===== src/pkg/lwbsc_map.svh =====
/*
 * Constants of the late-write burst SRAM control block: widths,
 * burst step, snooze delays and buffer depth.
 * Assumes it is included by its bare name wherever a constant is needed.
 */
`ifndef LWBSC_MAP_SVH
`define LWBSC_MAP_SVH

// ----------------------------------------------------------------
// Array shape
// ----------------------------------------------------------------
`define LWBSC_ADDR_W 19
`define LWBSC_DATA_W 36
`define LWBSC_LANES 4
`define LWBSC_LANE_W 9
`define LWBSC_BURST_W 2

// ----------------------------------------------------------------
// Snooze timing, figures in clock cycles
// ----------------------------------------------------------------
`define LWBSC_SLEEP_INPUT_DELAY 2
`define LWBSC_WAKE_INPUT_DELAY 2
`define LWBSC_WAKE_INPUT_DELAY_CYC (`LWBSC_WAKE_INPUT_DELAY * 1)
`define LWBSC_WAKE_CNT_W 2

// ----------------------------------------------------------------
// Write buffer
// ----------------------------------------------------------------
`define LWBSC_WBUF_DEPTH 16

`endif


===== src/pkg/lwbsc_pkg.sv =====
/*
 * Types shared by the SRAM control core and its write buffer.
 * Assumes lwbsc_map.svh is on the include path.
 */
`include "lwbsc_map.svh"

package lwbsc_pkg;

    // ----------------------------------------------------------------
    // Registered cycle kind
    // ----------------------------------------------------------------
    typedef enum logic [1:0] {
        OP_DESELECT,
        OP_READ,
        OP_WRITE
    } lwbsc_op_type;

    // ----------------------------------------------------------------
    // One buffered array write
    // ----------------------------------------------------------------
    typedef struct packed {
        logic [`LWBSC_ADDR_W-1:0] addr;
        logic [`LWBSC_LANES-1:0] lane_en;
        logic [`LWBSC_DATA_W-1:0] data;
    } lwbsc_wr_entry_type;

endpackage


===== src/design/lwbsc_core.sv =====
/*
 * Synchronous control of a flow-through burst SRAM with late write:
 * command decode, burst counter, stalls, output drivers and snooze.
 * Assumes all pins are synchronous to ref_clk and that the array port
 * returns mem_rdata combinationally from mem_raddr within the cycle.
 */
// Contract
// Sleep request high puts the device into snooze.
// Snooze lasts exactly while sleep request stays high.
// In snooze all inputs but sleep are ignored, data tristated.
// Controller finishes all accesses before raising sleep request.
// During wake-up the controller gives only deselect or read cycles.
// Inputs ignored two cycles after sleep rise, resampled two after fall; here ignored from the rise, resampled on the fourth edge after the fall.
// Two-bit burst counter: XOR step when interleaved, add modulo four linear.
// Burst address wraps to start every fourth cycle within its group.
// Every continue-burst cycle increments the burst counter first.
// Read or write of a burst fixed by the load cycle.
// Advance after a deselect load continues the deselect, tristated.
// Dummy read tristates; write with all lane enables high stores nothing.
// Write updates only lanes whose enables are low.
// Output drivers switch off during write cycles regardless of enable.
// Clock hold high freezes state; outputs stay driven reading, tristated writing.
// No array write on an edge where clock hold is high; here the write buffer still drains to the array on held edges.
// Controller inserts wait states by holding the clock hold high.
// Data outputs tristated from power-up until a valid read.
// Write data taken one edge after the write command.
// Advance high ignores address, chip selects and direction; counter steps.
// Load with first or third select high, or second low, deselects.
// Read data appear after the registering edge, before the next.
`timescale 1ns/1ns
`default_nettype none

`include "lwbsc_map.svh"

module lwbsc_core (
    // Clock and reset
    input wire logic ref_clk,
    input wire logic arst_n,
    // Command pins
    input wire logic chip_sel_first_n,
    input wire logic chip_sel_second,
    input wire logic chip_sel_third_n,
    input wire logic advance_or_load,
    input wire logic read_not_write,
    input wire logic [`LWBSC_LANES-1:0] byte_write_n,
    input wire logic output_enable_n,
    input wire logic clock_hold_n,
    input wire logic burst_order_select_n,
    input wire logic sleep_request,
    input wire logic [`LWBSC_ADDR_W-1:0] addr,
    // Data pins, split three ways
    input wire logic [`LWBSC_DATA_W-1:0] dq_in,
    output logic [`LWBSC_DATA_W-1:0] dq_out,
    output logic dq_oe,
    // Array read port
    output logic [`LWBSC_ADDR_W-1:0] mem_raddr,
    input wire logic [`LWBSC_DATA_W-1:0] mem_rdata,
    // Array write port, drained from the write buffer
    output logic mem_we,
    input wire logic mem_wready,
    output logic [`LWBSC_ADDR_W-1:0] mem_waddr,
    output logic [`LWBSC_LANES-1:0] mem_wlane_en,
    output logic [`LWBSC_DATA_W-1:0] mem_wdata,
    // Status
    output logic snoozing,
    output logic wbuf_full
);
    // ----------------------------------------------------------------
    // Burst address step
    // ----------------------------------------------------------------
    // xor or add
    function automatic logic [`LWBSC_BURST_W-1:0] burst_step(
        input logic [`LWBSC_BURST_W-1:0] start,
        input logic [`LWBSC_BURST_W-1:0] count,
        input logic interleaved
    );
        burst_step = interleaved ? (start ^ count) : (start + count);
    endfunction

    // ----------------------------------------------------------------
    // State
    // ----------------------------------------------------------------
    lwbsc_pkg::lwbsc_op_type op;
    lwbsc_pkg::lwbsc_op_type next_op;
    logic [`LWBSC_ADDR_W-1:0] base;
    logic [`LWBSC_ADDR_W-1:0] next_base;
    logic [`LWBSC_BURST_W-1:0] count;
    logic [`LWBSC_BURST_W-1:0] next_count;
    logic pend_wr;
    logic next_pend_wr;
    logic [`LWBSC_ADDR_W-1:0] pend_addr;
    logic [`LWBSC_ADDR_W-1:0] next_pend_addr;
    logic [`LWBSC_LANES-1:0] pend_lane;
    logic [`LWBSC_LANES-1:0] next_pend_lane;
    logic sleep_q;
    logic next_sleep_q;
    logic [`LWBSC_WAKE_CNT_W-1:0] wake_cnt;
    logic [`LWBSC_WAKE_CNT_W-1:0] next_wake_cnt;
    logic [`LWBSC_DATA_W-1:0] next_dq_out;
    logic next_dq_oe;
    logic next_wbuf_full;

    // Write buffer links
    lwbsc_pkg::lwbsc_wr_entry_type push_entry;
    lwbsc_pkg::lwbsc_wr_entry_type pop_entry;
    logic push_valid;
    logic push_ready;

    // Cycle qualifiers
    logic live;
    logic step;
    logic deselect_load;
    logic [`LWBSC_ADDR_W-1:0] cur_addr;

    // ----------------------------------------------------------------
    // Next-state logic
    // ----------------------------------------------------------------
    always_comb begin
        next_op = op;
        next_base = base;
        next_count = count;
        next_pend_wr = pend_wr;
        next_pend_addr = pend_addr;
        next_pend_lane = pend_lane;
        next_dq_out = dq_out;
        next_dq_oe = dq_oe;
        push_valid = 1'b0;
        push_entry = '0;

        // snooze entry
        next_sleep_q = sleep_request;
        // wake delay
        if (sleep_q) begin
            next_wake_cnt = `LWBSC_WAKE_CNT_W'(`LWBSC_WAKE_INPUT_DELAY_CYC);
        end else if (wake_cnt != '0) begin
            next_wake_cnt = wake_cnt - 1'b1;
        end else begin
            next_wake_cnt = wake_cnt;
        end

        // inputs ignored in snooze and while waking
        live = !sleep_q && !sleep_request && (wake_cnt == '0);
        // Full buffer with a write pending stalls like a hold, so no data is lost
        // hold freezes op, burst count, pending write and outputs
        step = live && !clock_hold_n && !(pend_wr && !push_ready);
        // deselect decode
        deselect_load = chip_sel_first_n || !chip_sel_second || chip_sel_third_n;
        next_wbuf_full = !push_ready;

        if (step) begin
            // late write data
            if (pend_wr) begin
                push_valid = 1'b1;
                push_entry.addr = pend_addr;
                push_entry.lane_en = pend_lane;
                push_entry.data = dq_in;
            end
            next_pend_wr = 1'b0;
            if (!advance_or_load) begin
                next_base = addr;
                next_count = '0;
                if (deselect_load) begin
                    next_op = lwbsc_pkg::OP_DESELECT;
                end else begin
                    // direction fixed at load
                    next_op = read_not_write ? lwbsc_pkg::OP_READ : lwbsc_pkg::OP_WRITE;
                end
            end else if (op != lwbsc_pkg::OP_DESELECT) begin
                // pins ignored, counter steps
                // step before access
                // wraps modulo four
                next_count = count + 1'b1;
            end
            // continued deselect keeps op
        end

        cur_addr = {next_base[`LWBSC_ADDR_W-1:`LWBSC_BURST_W],
                    burst_step(next_base[`LWBSC_BURST_W-1:0], next_count, burst_order_select_n)};

        if (step) begin
            case (next_op)
                lwbsc_pkg::OP_READ: begin
                    // flow-through read
                    next_dq_out = mem_rdata;
                    // dummy read tristates
                    next_dq_oe = !output_enable_n;
                end
                lwbsc_pkg::OP_WRITE: begin
                    // drivers off in write
                    next_dq_oe = 1'b0;
                    // lanes with low enables
                    // all high aborts
                    if (byte_write_n != '1) begin
                        next_pend_wr = 1'b1;
                        next_pend_addr = cur_addr;
                        next_pend_lane = ~byte_write_n;
                    end
                end
                default: begin
                    next_dq_oe = 1'b0;
                end
            endcase
        end
        // snooze tristates
        // released with the request
        if (sleep_request || sleep_q) begin
            next_dq_oe = 1'b0;
        end
    end

    // Read address is the decoded address of the cycle being registered
    always_comb begin
        mem_raddr = cur_addr;
    end

    // ----------------------------------------------------------------
    // Registers
    // ----------------------------------------------------------------
    always_ff @(posedge ref_clk or negedge arst_n) begin
        if (!arst_n) begin
            op <= lwbsc_pkg::OP_DESELECT;
            base <= '0;
            count <= '0;
            pend_wr <= 1'b0;
            pend_addr <= '0;
            pend_lane <= '0;
            sleep_q <= 1'b0;
            wake_cnt <= '0;
            dq_out <= '0;
            // tristated at power-up
            dq_oe <= 1'b0;
            wbuf_full <= 1'b0;
        end else begin
            op <= next_op;
            base <= next_base;
            count <= next_count;
            pend_wr <= next_pend_wr;
            pend_addr <= next_pend_addr;
            pend_lane <= next_pend_lane;
            sleep_q <= next_sleep_q;
            wake_cnt <= next_wake_cnt;
            dq_out <= next_dq_out;
            dq_oe <= next_dq_oe;
            wbuf_full <= next_wbuf_full;
        end
    end

    always_comb begin
        snoozing = sleep_q;
    end

    // ----------------------------------------------------------------
    // Write buffer
    // ----------------------------------------------------------------
    // only stepping edges push, but the buffer still drains to the array on held edges
    lwbsc_fifo #(
        .WIDTH($bits(lwbsc_pkg::lwbsc_wr_entry_type)),
        .DEPTH(`LWBSC_WBUF_DEPTH)
    ) u_wbuf (
        .ref_clk(ref_clk),
        .arst_n(arst_n),
        .in_valid(push_valid),
        .in_ready(push_ready),
        .in_data(push_entry),
        .out_valid(mem_we),
        .out_ready(mem_wready),
        .out_data(pop_entry)
    );

    always_comb begin
        mem_waddr = pop_entry.addr;
        mem_wlane_en = pop_entry.lane_en;
        mem_wdata = pop_entry.data;
    end

endmodule

`default_nettype wire


===== src/design/lwbsc_fifo.sv =====
/*
 * Write buffer: a first-in first-out queue with a registered output.
 * Assumes one clock and an active-low asynchronous reset.
 */
`timescale 1ns/1ns
`default_nettype none

module lwbsc_fifo #(
    parameter int WIDTH = 8,
    parameter int DEPTH = 16
) (
    // Clock and reset
    input wire logic ref_clk,
    input wire logic arst_n,
    // Filling side
    input wire logic in_valid,
    output logic in_ready,
    input wire logic [WIDTH-1:0] in_data,
    // Draining side
    output logic out_valid,
    input wire logic out_ready,
    output logic [WIDTH-1:0] out_data
);
    localparam int AW = $clog2(DEPTH);

    logic [WIDTH-1:0] store [DEPTH];
    logic [AW:0] wr_ptr;
    logic [AW:0] rd_ptr;
    logic [AW:0] next_wr_ptr;
    logic [AW:0] next_rd_ptr;
    logic next_out_valid;
    logic [WIDTH-1:0] next_out_data;
    logic [AW:0] fill;
    logic push;
    logic pop;

    // ----------------------------------------------------------------
    // Pointer arithmetic
    // ----------------------------------------------------------------
    always_comb begin
        fill = wr_ptr - rd_ptr;
        in_ready = (fill != (AW+1)'(DEPTH));
        push = in_valid && in_ready;
        pop = (fill != '0) && (!out_valid || out_ready);
        next_wr_ptr = push ? wr_ptr + 1'b1 : wr_ptr;
        next_rd_ptr = pop ? rd_ptr + 1'b1 : rd_ptr;
        next_out_valid = pop ? 1'b1 : (out_valid && !out_ready);
        next_out_data = pop ? store[rd_ptr[AW-1:0]] : out_data;
    end

    always_ff @(posedge ref_clk or negedge arst_n) begin
        if (!arst_n) begin
            wr_ptr <= '0;
            rd_ptr <= '0;
            out_valid <= 1'b0;
            out_data <= '0;
        end else begin
            wr_ptr <= next_wr_ptr;
            rd_ptr <= next_rd_ptr;
            out_valid <= next_out_valid;
            out_data <= next_out_data;
        end
    end

    // Storage has no reset so it can map onto plain memory
    always_ff @(posedge ref_clk) begin
        if (push) begin
            store[wr_ptr[AW-1:0]] <= in_data;
        end
    end

endmodule

`default_nettype wire


===== config.mk =====
export PLATFORM = sky130hd
export DESIGN_NAME = lwbsc_core
export DESIGN_NICKNAME = d
export VERILOG_FILES = /design/src/pkg/lwbsc_pkg.sv /design/src/design/lwbsc_core.sv /design/src/design/lwbsc_fifo.sv
export VERILOG_INCLUDE_DIRS = /design/src /design/src/pkg
export SDC_FILE = /design/constraint.sdc
export NUM_CORES = 1
export LEC_CHECK = 0
export BUFFER_PORTS_ARGS = -buffer_cell sky130_fd_sc_hd__buf_2
export CORE_ASPECT_RATIO = 1.5
export CORE_UTILIZATION = 50
export DETAILED_ROUTE_END_ITERATION = 16
export PLACE_DENSITY = 0.74
export SETUP_SLACK_MARGIN = 0.15
export SYNTH_ARGS = -nofsm -noshare
export SYNTH_HDL_FRONTEND = slang
export SYNTH_HIERARCHICAL = 1
export SYNTH_SLANG_ARGS = --single-unit

===== constraint.sdc =====
create_clock -name ref_clk -period 8.2 [get_ports ref_clk]
set_input_delay 0.82 -clock ref_clk [delete_from_list [all_inputs] [get_ports ref_clk]]
set_output_delay 0.82 -clock ref_clk [all_outputs]
set_load 0.1 [all_outputs]

==> impl_metrics.env, run 1 <==
export IMPL_power_static_leakage_nw=15.0
export IMPL_cts_root_buf="clkbuf_16"
export IMPL_cts_tree="built"
export IMPL_critical_path_class="flop to output pin"
export IMPL_synth_async_reset_ratio_pct=14.3
export IMPL_dieArea_um2=87100
export IMPL_layout_min_cycle_time_ps=6820
export IMPL_grt_pass1_wl_um=142000
export IMPL_run_status="completed"
export IMPL_setup_tns_ps=0
export IMPL_grt_pass1_vias=22765
export IMPL_max_freq_mhz=147
export IMPL_clk_pin_slew_ps=70
export IMPL_drt_pass1_iter_count=5
export IMPL_synth_cell_types=55
export IMPL_seqCellArea_um2=32300
export IMPL_cp_arrival_ps=6000
export IMPL_p_int_mw=10.4
export IMPL_p_per_area_nw_per_um2=335
export IMPL_ctsResizeCount=0
export IMPL_syn_area_um2=43000
export IMPL_fin_skew_ps=28.2
export IMPL_worstHoldPathType="input pin to asynchronous set/reset pin"
export IMPL_boundaryPins=225
export IMPL_ir_drop_mv=0.251
export IMPL_setup_violations=0
export IMPL_gp_congestion=0.802
export IMPL_grt_max_degree=91
export IMPL_relSlewSlack_pct=17.7
export IMPL_initial_utilization_pct=50.5
export IMPL_syn_inst=2159
export IMPL_sw_frac_of_total_pct=36.2
export IMPL_ys_seq_area_share_pct=75.2
export IMPL_fill_cells=6117
export IMPL_fin_crit_sh_pct=83.2
export IMPL_cts_setup_buffers=0
export IMPL_cts_buffers=94
export IMPL_synth_warning_count=6
export IMPL_clk_insertion_delay_late_ps=670
export IMPL_drt_iter0_drc=1926
export IMPL_holdWs_ps=257
export IMPL_multiInputGateArea_um2=9950
export IMPL_r2r_setup_slack_ps=2640
export IMPL_rsz0062_at_grt="false"
export IMPL_wirelength_um=94200
export IMPL_pwr_share_seq_pct=40.7
export IMPL_cts_hold_buffers_added=0
export IMPL_synth_fp_nets=2277
export IMPL_rows=131
export IMPL_drive_above_1_share_pct=33.3
export IMPL_die_x_um=241
export IMPL_synth_edff_count=944
export IMPL_drtAntennaViolNets=0
export IMPL_antenna_found_initial=2
export IMPL_ys_dominant_reg_cell="edfxtp_1"
export IMPL_fp_coreArea_um2=85100
export IMPL_critPathMaxFanout=48
export IMPL_power_switching_mw=5.88
export IMPL_synth_seq_cells=1102
export IMPL_pwr_share_clk_pct=29.5
export IMPL_vias=21309
export IMPL_combPwrFrac_pct=29.8
export IMPL_fin_nets=2503
export IMPL_slew_violations=0
export IMPL_via_per_inst=5.92
export IMPL_hold_viol_final=0
export IMPL_avgSynthCellArea_um2=19.9
export IMPL_portBuffers=224
export IMPL_grt_util_all_layers_pct=22.2
export IMPL_drv_cap=0
export IMPL_drc_errors=0
export IMPL_p_total_mw=16.3
export IMPL_flow_area_growth_from_synthesis_pct=13.0
export IMPL_fp_dieH_um=361
export IMPL_cp_end_kind="output pin"
export IMPL_dp_hpwl_um=51300
export IMPL_grt_overflow=0
export IMPL_cts_sinks=1102
export IMPL_cp_required_ps=7380
export IMPL_h_tree_depth=3
export IMPL_wl_per_cell_um=26.2
export IMPL_worst_pin_slew_ps=1230
export IMPL_clock_path_buffers=3
export IMPL_n_antenna_cell=0
export IMPL_start_kind="flop"
==> synth_stat cells (all sizes together) (2+ instances only) <==
cell type / n / share of area [%]
edfxtp: 944 / 66
nand2: 252 / 2.2
mux4: 236 / 12
dfrtp: 158 / 9.2
mux2: 132 / 3.7
buf: 86 / 1.4
and3: 62 / 0.91
a31oi: 59 / 0.86
and2: 59 / 0.86
clkbuf: 48 / 0.42
nor2: 21 / 0.20
ha: 11 / 0.32
inv: 11 / 0.096
xnor2: 9 / 0.18
a21oi: 8 / 0.12
nand2b: 7 / 0.10
nand3: 7 / 0.093
nor3: 7 / 0.082
nand4: 6 / 0.087
o21ai: 6 / 0.070
xor2: 4 / 0.099
a21o: 3 / 0.055
nor2b: 3 / 0.044
a41oi: 2 / 0.058
clkinv: 2 / 0.017
nor4b: 2 / 0.076
o31ai: 2 / 0.079
==> per-layer routing <==
metal / track usage [%] / vias to the layer above / routed length (µm)
li1: - / 8991 / -
met1: 27.9 / 11221 / 34900
met2: 38.4 / 915 / 49700
met3: 3.62 / 180 / 6610
met4: 8.15 / 2 / 3040
met5: 0 / - / 13
==> per-stage QoR <==
stage	std cells	worst slack (ps)	utilization (%)	instance area (µm²)
floorplan	2159	464	-	43000
global placement	3419	2090	53.1	45200
detailed placement	3419	2070	53.1	45200
CTS	3597	1280	57.0	48500
global route	3597	983	57.0	48500
finish	3597	1380	57.0	48500
==> final timing paths <==
path,endpoint,depth (start not counted),start
setup / recovery,mem_raddr[1],17,u_wbuf/rd_ptr[1]
hold / removal,dq_out[26],1,arst_n
setup reg to reg,u_wbuf/store[7][44],13,u_wbuf/rd_ptr[1]
hold reg to reg,u_wbuf/out_data[45],1,u_wbuf/out_data[45]
max in group asynchronous,u_wbuf/rd_ptr[2],2,arst_n
min in group ref_clk,snoozing,1,sleep_request
==> flip-flops by register name (all words and copies together) (netlist names), named ones only <==
register,count
base,19
count,2
dq_oe,1
dq_out,36
op,2
pend_addr,19
pend_lane,4
snoozing,1
u_wbuf/out_data,59
u_wbuf/out_valid,1
u_wbuf/rd_ptr,5
u_wbuf/store,944
u_wbuf/wr_ptr,5
wake_cnt,2
wbuf_full,1
==> worst max-delay path, cell delays in order, from the launching register on <==
cell	delay, ps
dfrtp_4	880
clkinv_2	140
ha_1	320
nor2b_1	180
o211a_1	230
o21ai_0	350
nand2_1	130
nand3_1	260
nand2b_1	210
nand2_2	170
nor2_2	840
mux2_2	440
ha_1	200
nand2b_1	110
nand3_2	90
and3_4	200
nor2_1	120
buf_2	440
==> layout make-up <==
cell class / instances / share of cell area (%)
Sequential cell: 1102 / 66.6
Clock buffer: 111 / 5.11
Clock inverter: 67 / 1.83
Inverter: 13 / 0.111
Timing Repair Buffer: 264 / 2.95
Tap cell: 1130 / 2.91
Multi-Input combinational cell: 910 / 20.5
==> power groups by stage <==
stage	Combinational [mW]	Sequential (mW)	Clock, mW
final	4.84	6.62	4.79
after global routing	5.08	6.67	5.08
after CTS	4.88	6.63	4.87
after detailed placement	4.86	6.75	0
after global placement	4.82	6.73	0
after floorplan	2.53	8.08	0
==> kinds of logic after synthesis <==
kind of cell	count (synthesis)	share of synthesized area [%]
AOI/OAI and AO/OA	87	1.41
xor gates and xnor gates	13	0.283
adders and majority gates	11	0.320
buffers and inverters	147	1.95
DFF	1102	75.2
muxes	369	16.1
and+or+nand+nor	430	4.75
==> cells in the final DEF (no fill, tap or decap), types with 15 or more instances in the layout <==
cell	synthesis	final
a31oi_1	59	59
and3_1	61	60
mux2_2	103	103
and2_1	59	59
mux2_4	28	28
bufinv_16	0	19
buf_4	35	40
dfrtp_1	158	154
clkbuf_16	0	95
buf_2	15	223
mux4_2	236	236
clkinv_2	0	15
clkinv_1	2	17
edfxtp_1	944	944
nand2_1	251	251
Note: power is estimated with default switching activity, not from simulation.
==> run 2, diff against run 1 <==
PLACE_DENSITY = 0.71   (was 0.74)
clock period = 6.3 ns   (was 8.2 ns; I/O delays follow)
==> impl_metrics.env, run 2 (synthesized netlist as in run 1, its figures left out) <==
export IMPL_cts_sinks=1102
export IMPL_setup_violations=0
export IMPL_run_status="completed"
export IMPL_relSlewSlack_pct=24.2
export IMPL_drt_pass1_iter_count=7
export IMPL_clk_insertion_delay_late_ps=670
export IMPL_grt_max_degree=105
export IMPL_fin_skew_ps=23.1
export IMPL_holdWs_ps=143
export IMPL_cp_end_kind="output pin"
export IMPL_placed_area_um2=45300
export IMPL_cp_arrival_ps=5040
export IMPL_antenna_found_initial=3
export IMPL_rows=131
export IMPL_fin_crit_sh_pct=90.1
export IMPL_fp_coreArea_um2=85100
export IMPL_n_antenna_cell=0
export IMPL_initial_utilization_pct=50.5
export IMPL_via_per_inst=5.92
export IMPL_slew_violations=0
export IMPL_use_met1_pct=29.0
export IMPL_flow_area_growth_from_synthesis_pct=13.4
export IMPL_p_total_mw=21.2
export IMPL_final_cell_mix="944 x edfxtp_1, 251 x nand2_1, 236 x mux4_2, 222 x buf_2, 154 x dfrtp_1"
export IMPL_drive_above_1_share_pct=33.3
export IMPL_cts_buffers=99
export IMPL_grt_overflow=0
export IMPL_h_tree_depth=3
export IMPL_rsz0062_at_grt="false"
export IMPL_postLayoutCellArea_um2=48700
export IMPL_worstHoldPathType="input pin to flop"
export IMPL_ctsResizeCount=0
export IMPL_setup_tns_ps=0
export IMPL_worst_pin_slew_ps=1140
export IMPL_fin_nets=2516
export IMPL_drt_iter0_drc=1561
export IMPL_instances_no_fill=3614
export IMPL_p_per_area_nw_per_um2=435
export IMPL_max_freq_mhz=176
export IMPL_dieArea_um2=87100
export IMPL_drtAntennaViolNets=0
export IMPL_start_kind="flop"
export IMPL_grt_util_all_layers_pct=22.5
export IMPL_dp_cells=3425
export IMPL_grt_pass1_wl_um=143000
export IMPL_boundaryPins=225
export IMPL_portBuffers=224
export IMPL_die_x_um=241
export IMPL_drc_errors=0
export IMPL_critPathMaxFanout=25
export IMPL_layout_min_cycle_time_ps=5670
export IMPL_fp_dieH_um=361
export IMPL_vias=21378
export IMPL_power_static_leakage_nw=15.0
export IMPL_largest_reg_flops=944
export IMPL_use_met3_pct=3.77
export IMPL_use_met2_pct=38.3
export IMPL_fill_cells=6174
export IMPL_cp_required_ps=5670
export IMPL_dp_hpwl_um=51100
export IMPL_clk_pin_slew_ps=70
export IMPL_wl_per_cell_um=26.6
export IMPL_clock_path_buffers=3
export IMPL_busiest_layer="met2"
export IMPL_gp_congestion=0.788
export IMPL_cts_tree="built"
export IMPL_hold_viol_final=0
export IMPL_wirelength_um=96000
export IMPL_layout_commonest_cell="edfxtp_1"
export IMPL_grt_pass1_vias=22795
export IMPL_critical_path_class="flop to output pin"
export IMPL_drv_cap=0
export IMPL_ir_drop_mv=0.394
export IMPL_cts_root_buf="clkbuf_16"
==> run 2: cell types whose count changed in the layout (fill, tap and decap cells not counted), moves of 4 or more <==
cell	delta
clkbuf_1	+10
buf_12	+9
clkbuf_16	+7
bufinv_16	-6
clkinv_2	+6
clkinvlp_4	-5
nor3_2	-4
nor3_4	+4
==> run 2: final timing paths <==
kind,end,start,cells past startpoint,slack [ps]
max,mem_raddr[1],u_wbuf/rd_ptr[2],17,630
min,snoozing,sleep_request,1,140
max reg2reg,u_wbuf/store[10][18],u_wbuf/rd_ptr[2],12,1510
min reg2reg,wake_cnt[1],wake_cnt[1],1,490
max in group asynchronous,u_wbuf/rd_ptr[3],arst_n,3,4450
min in group asynchronous,dq_out[33],arst_n,2,540
==> run 2: report_power, final <==
part	internal (mW)	switching, mW	total [mW]
Clock	3.58	2.62	6.20
Combinational	1.72	4.81	6.53
Sequential	8.20	0.264	8.46
==> run 2: metrics by stage <==
stage	worst slack [ps]	utilization, %
floorplan	144	-
global placement	1180	53.3
detailed placement	1130	53.3
CTS	393	57.3
global route	273	57.3
finish	626	57.3
==> run 2: per-layer routing <==
metal,wire length (µm),vias up
met3,6460,173
met4,3040,6
li1,-,9018
met2,49800,831
met5,45,-
met1,36600,11350
==> run 2: worst max-delay path, cell delays in order (launching register included) <==
cell and delay [ps]:
dfrtp_4 760, clkinv_2 120, ha_1 360, o211a_1 140, o21ai_0 350, nand2_1 150, nand3_1 220, nand2b_1 200
nand2_2 160, nor2_2 120, buf_4 280, mux2_2 400, ha_1 210, nand2b_1 120, nand3_2 100, and3_4 200
nor2_1 250, buf_12 220
==> run 2: area by class of cell <==
type / count / area [µm²] / share of cell area, %
sequential: 1102 / 32300 / 66.3
multi-input combinational: 910 / 9980 / 20.5
clock buffer: 130 / 2720 / 5.58
timing repair buffer: 272 / 1610 / 3.30
tap: 1130 / 1410 / 2.90
clock inverter: 57 / 636 / 1.30
inverter: 13 / 52.6 / 0.108
==> run 2: what timing repair did <==
item,4_1_cts,5_1_grt
hold buffers,1,0
setup endpoints to repair,0,1
hold endpoints to repair,70,0
setup buffers,0,1
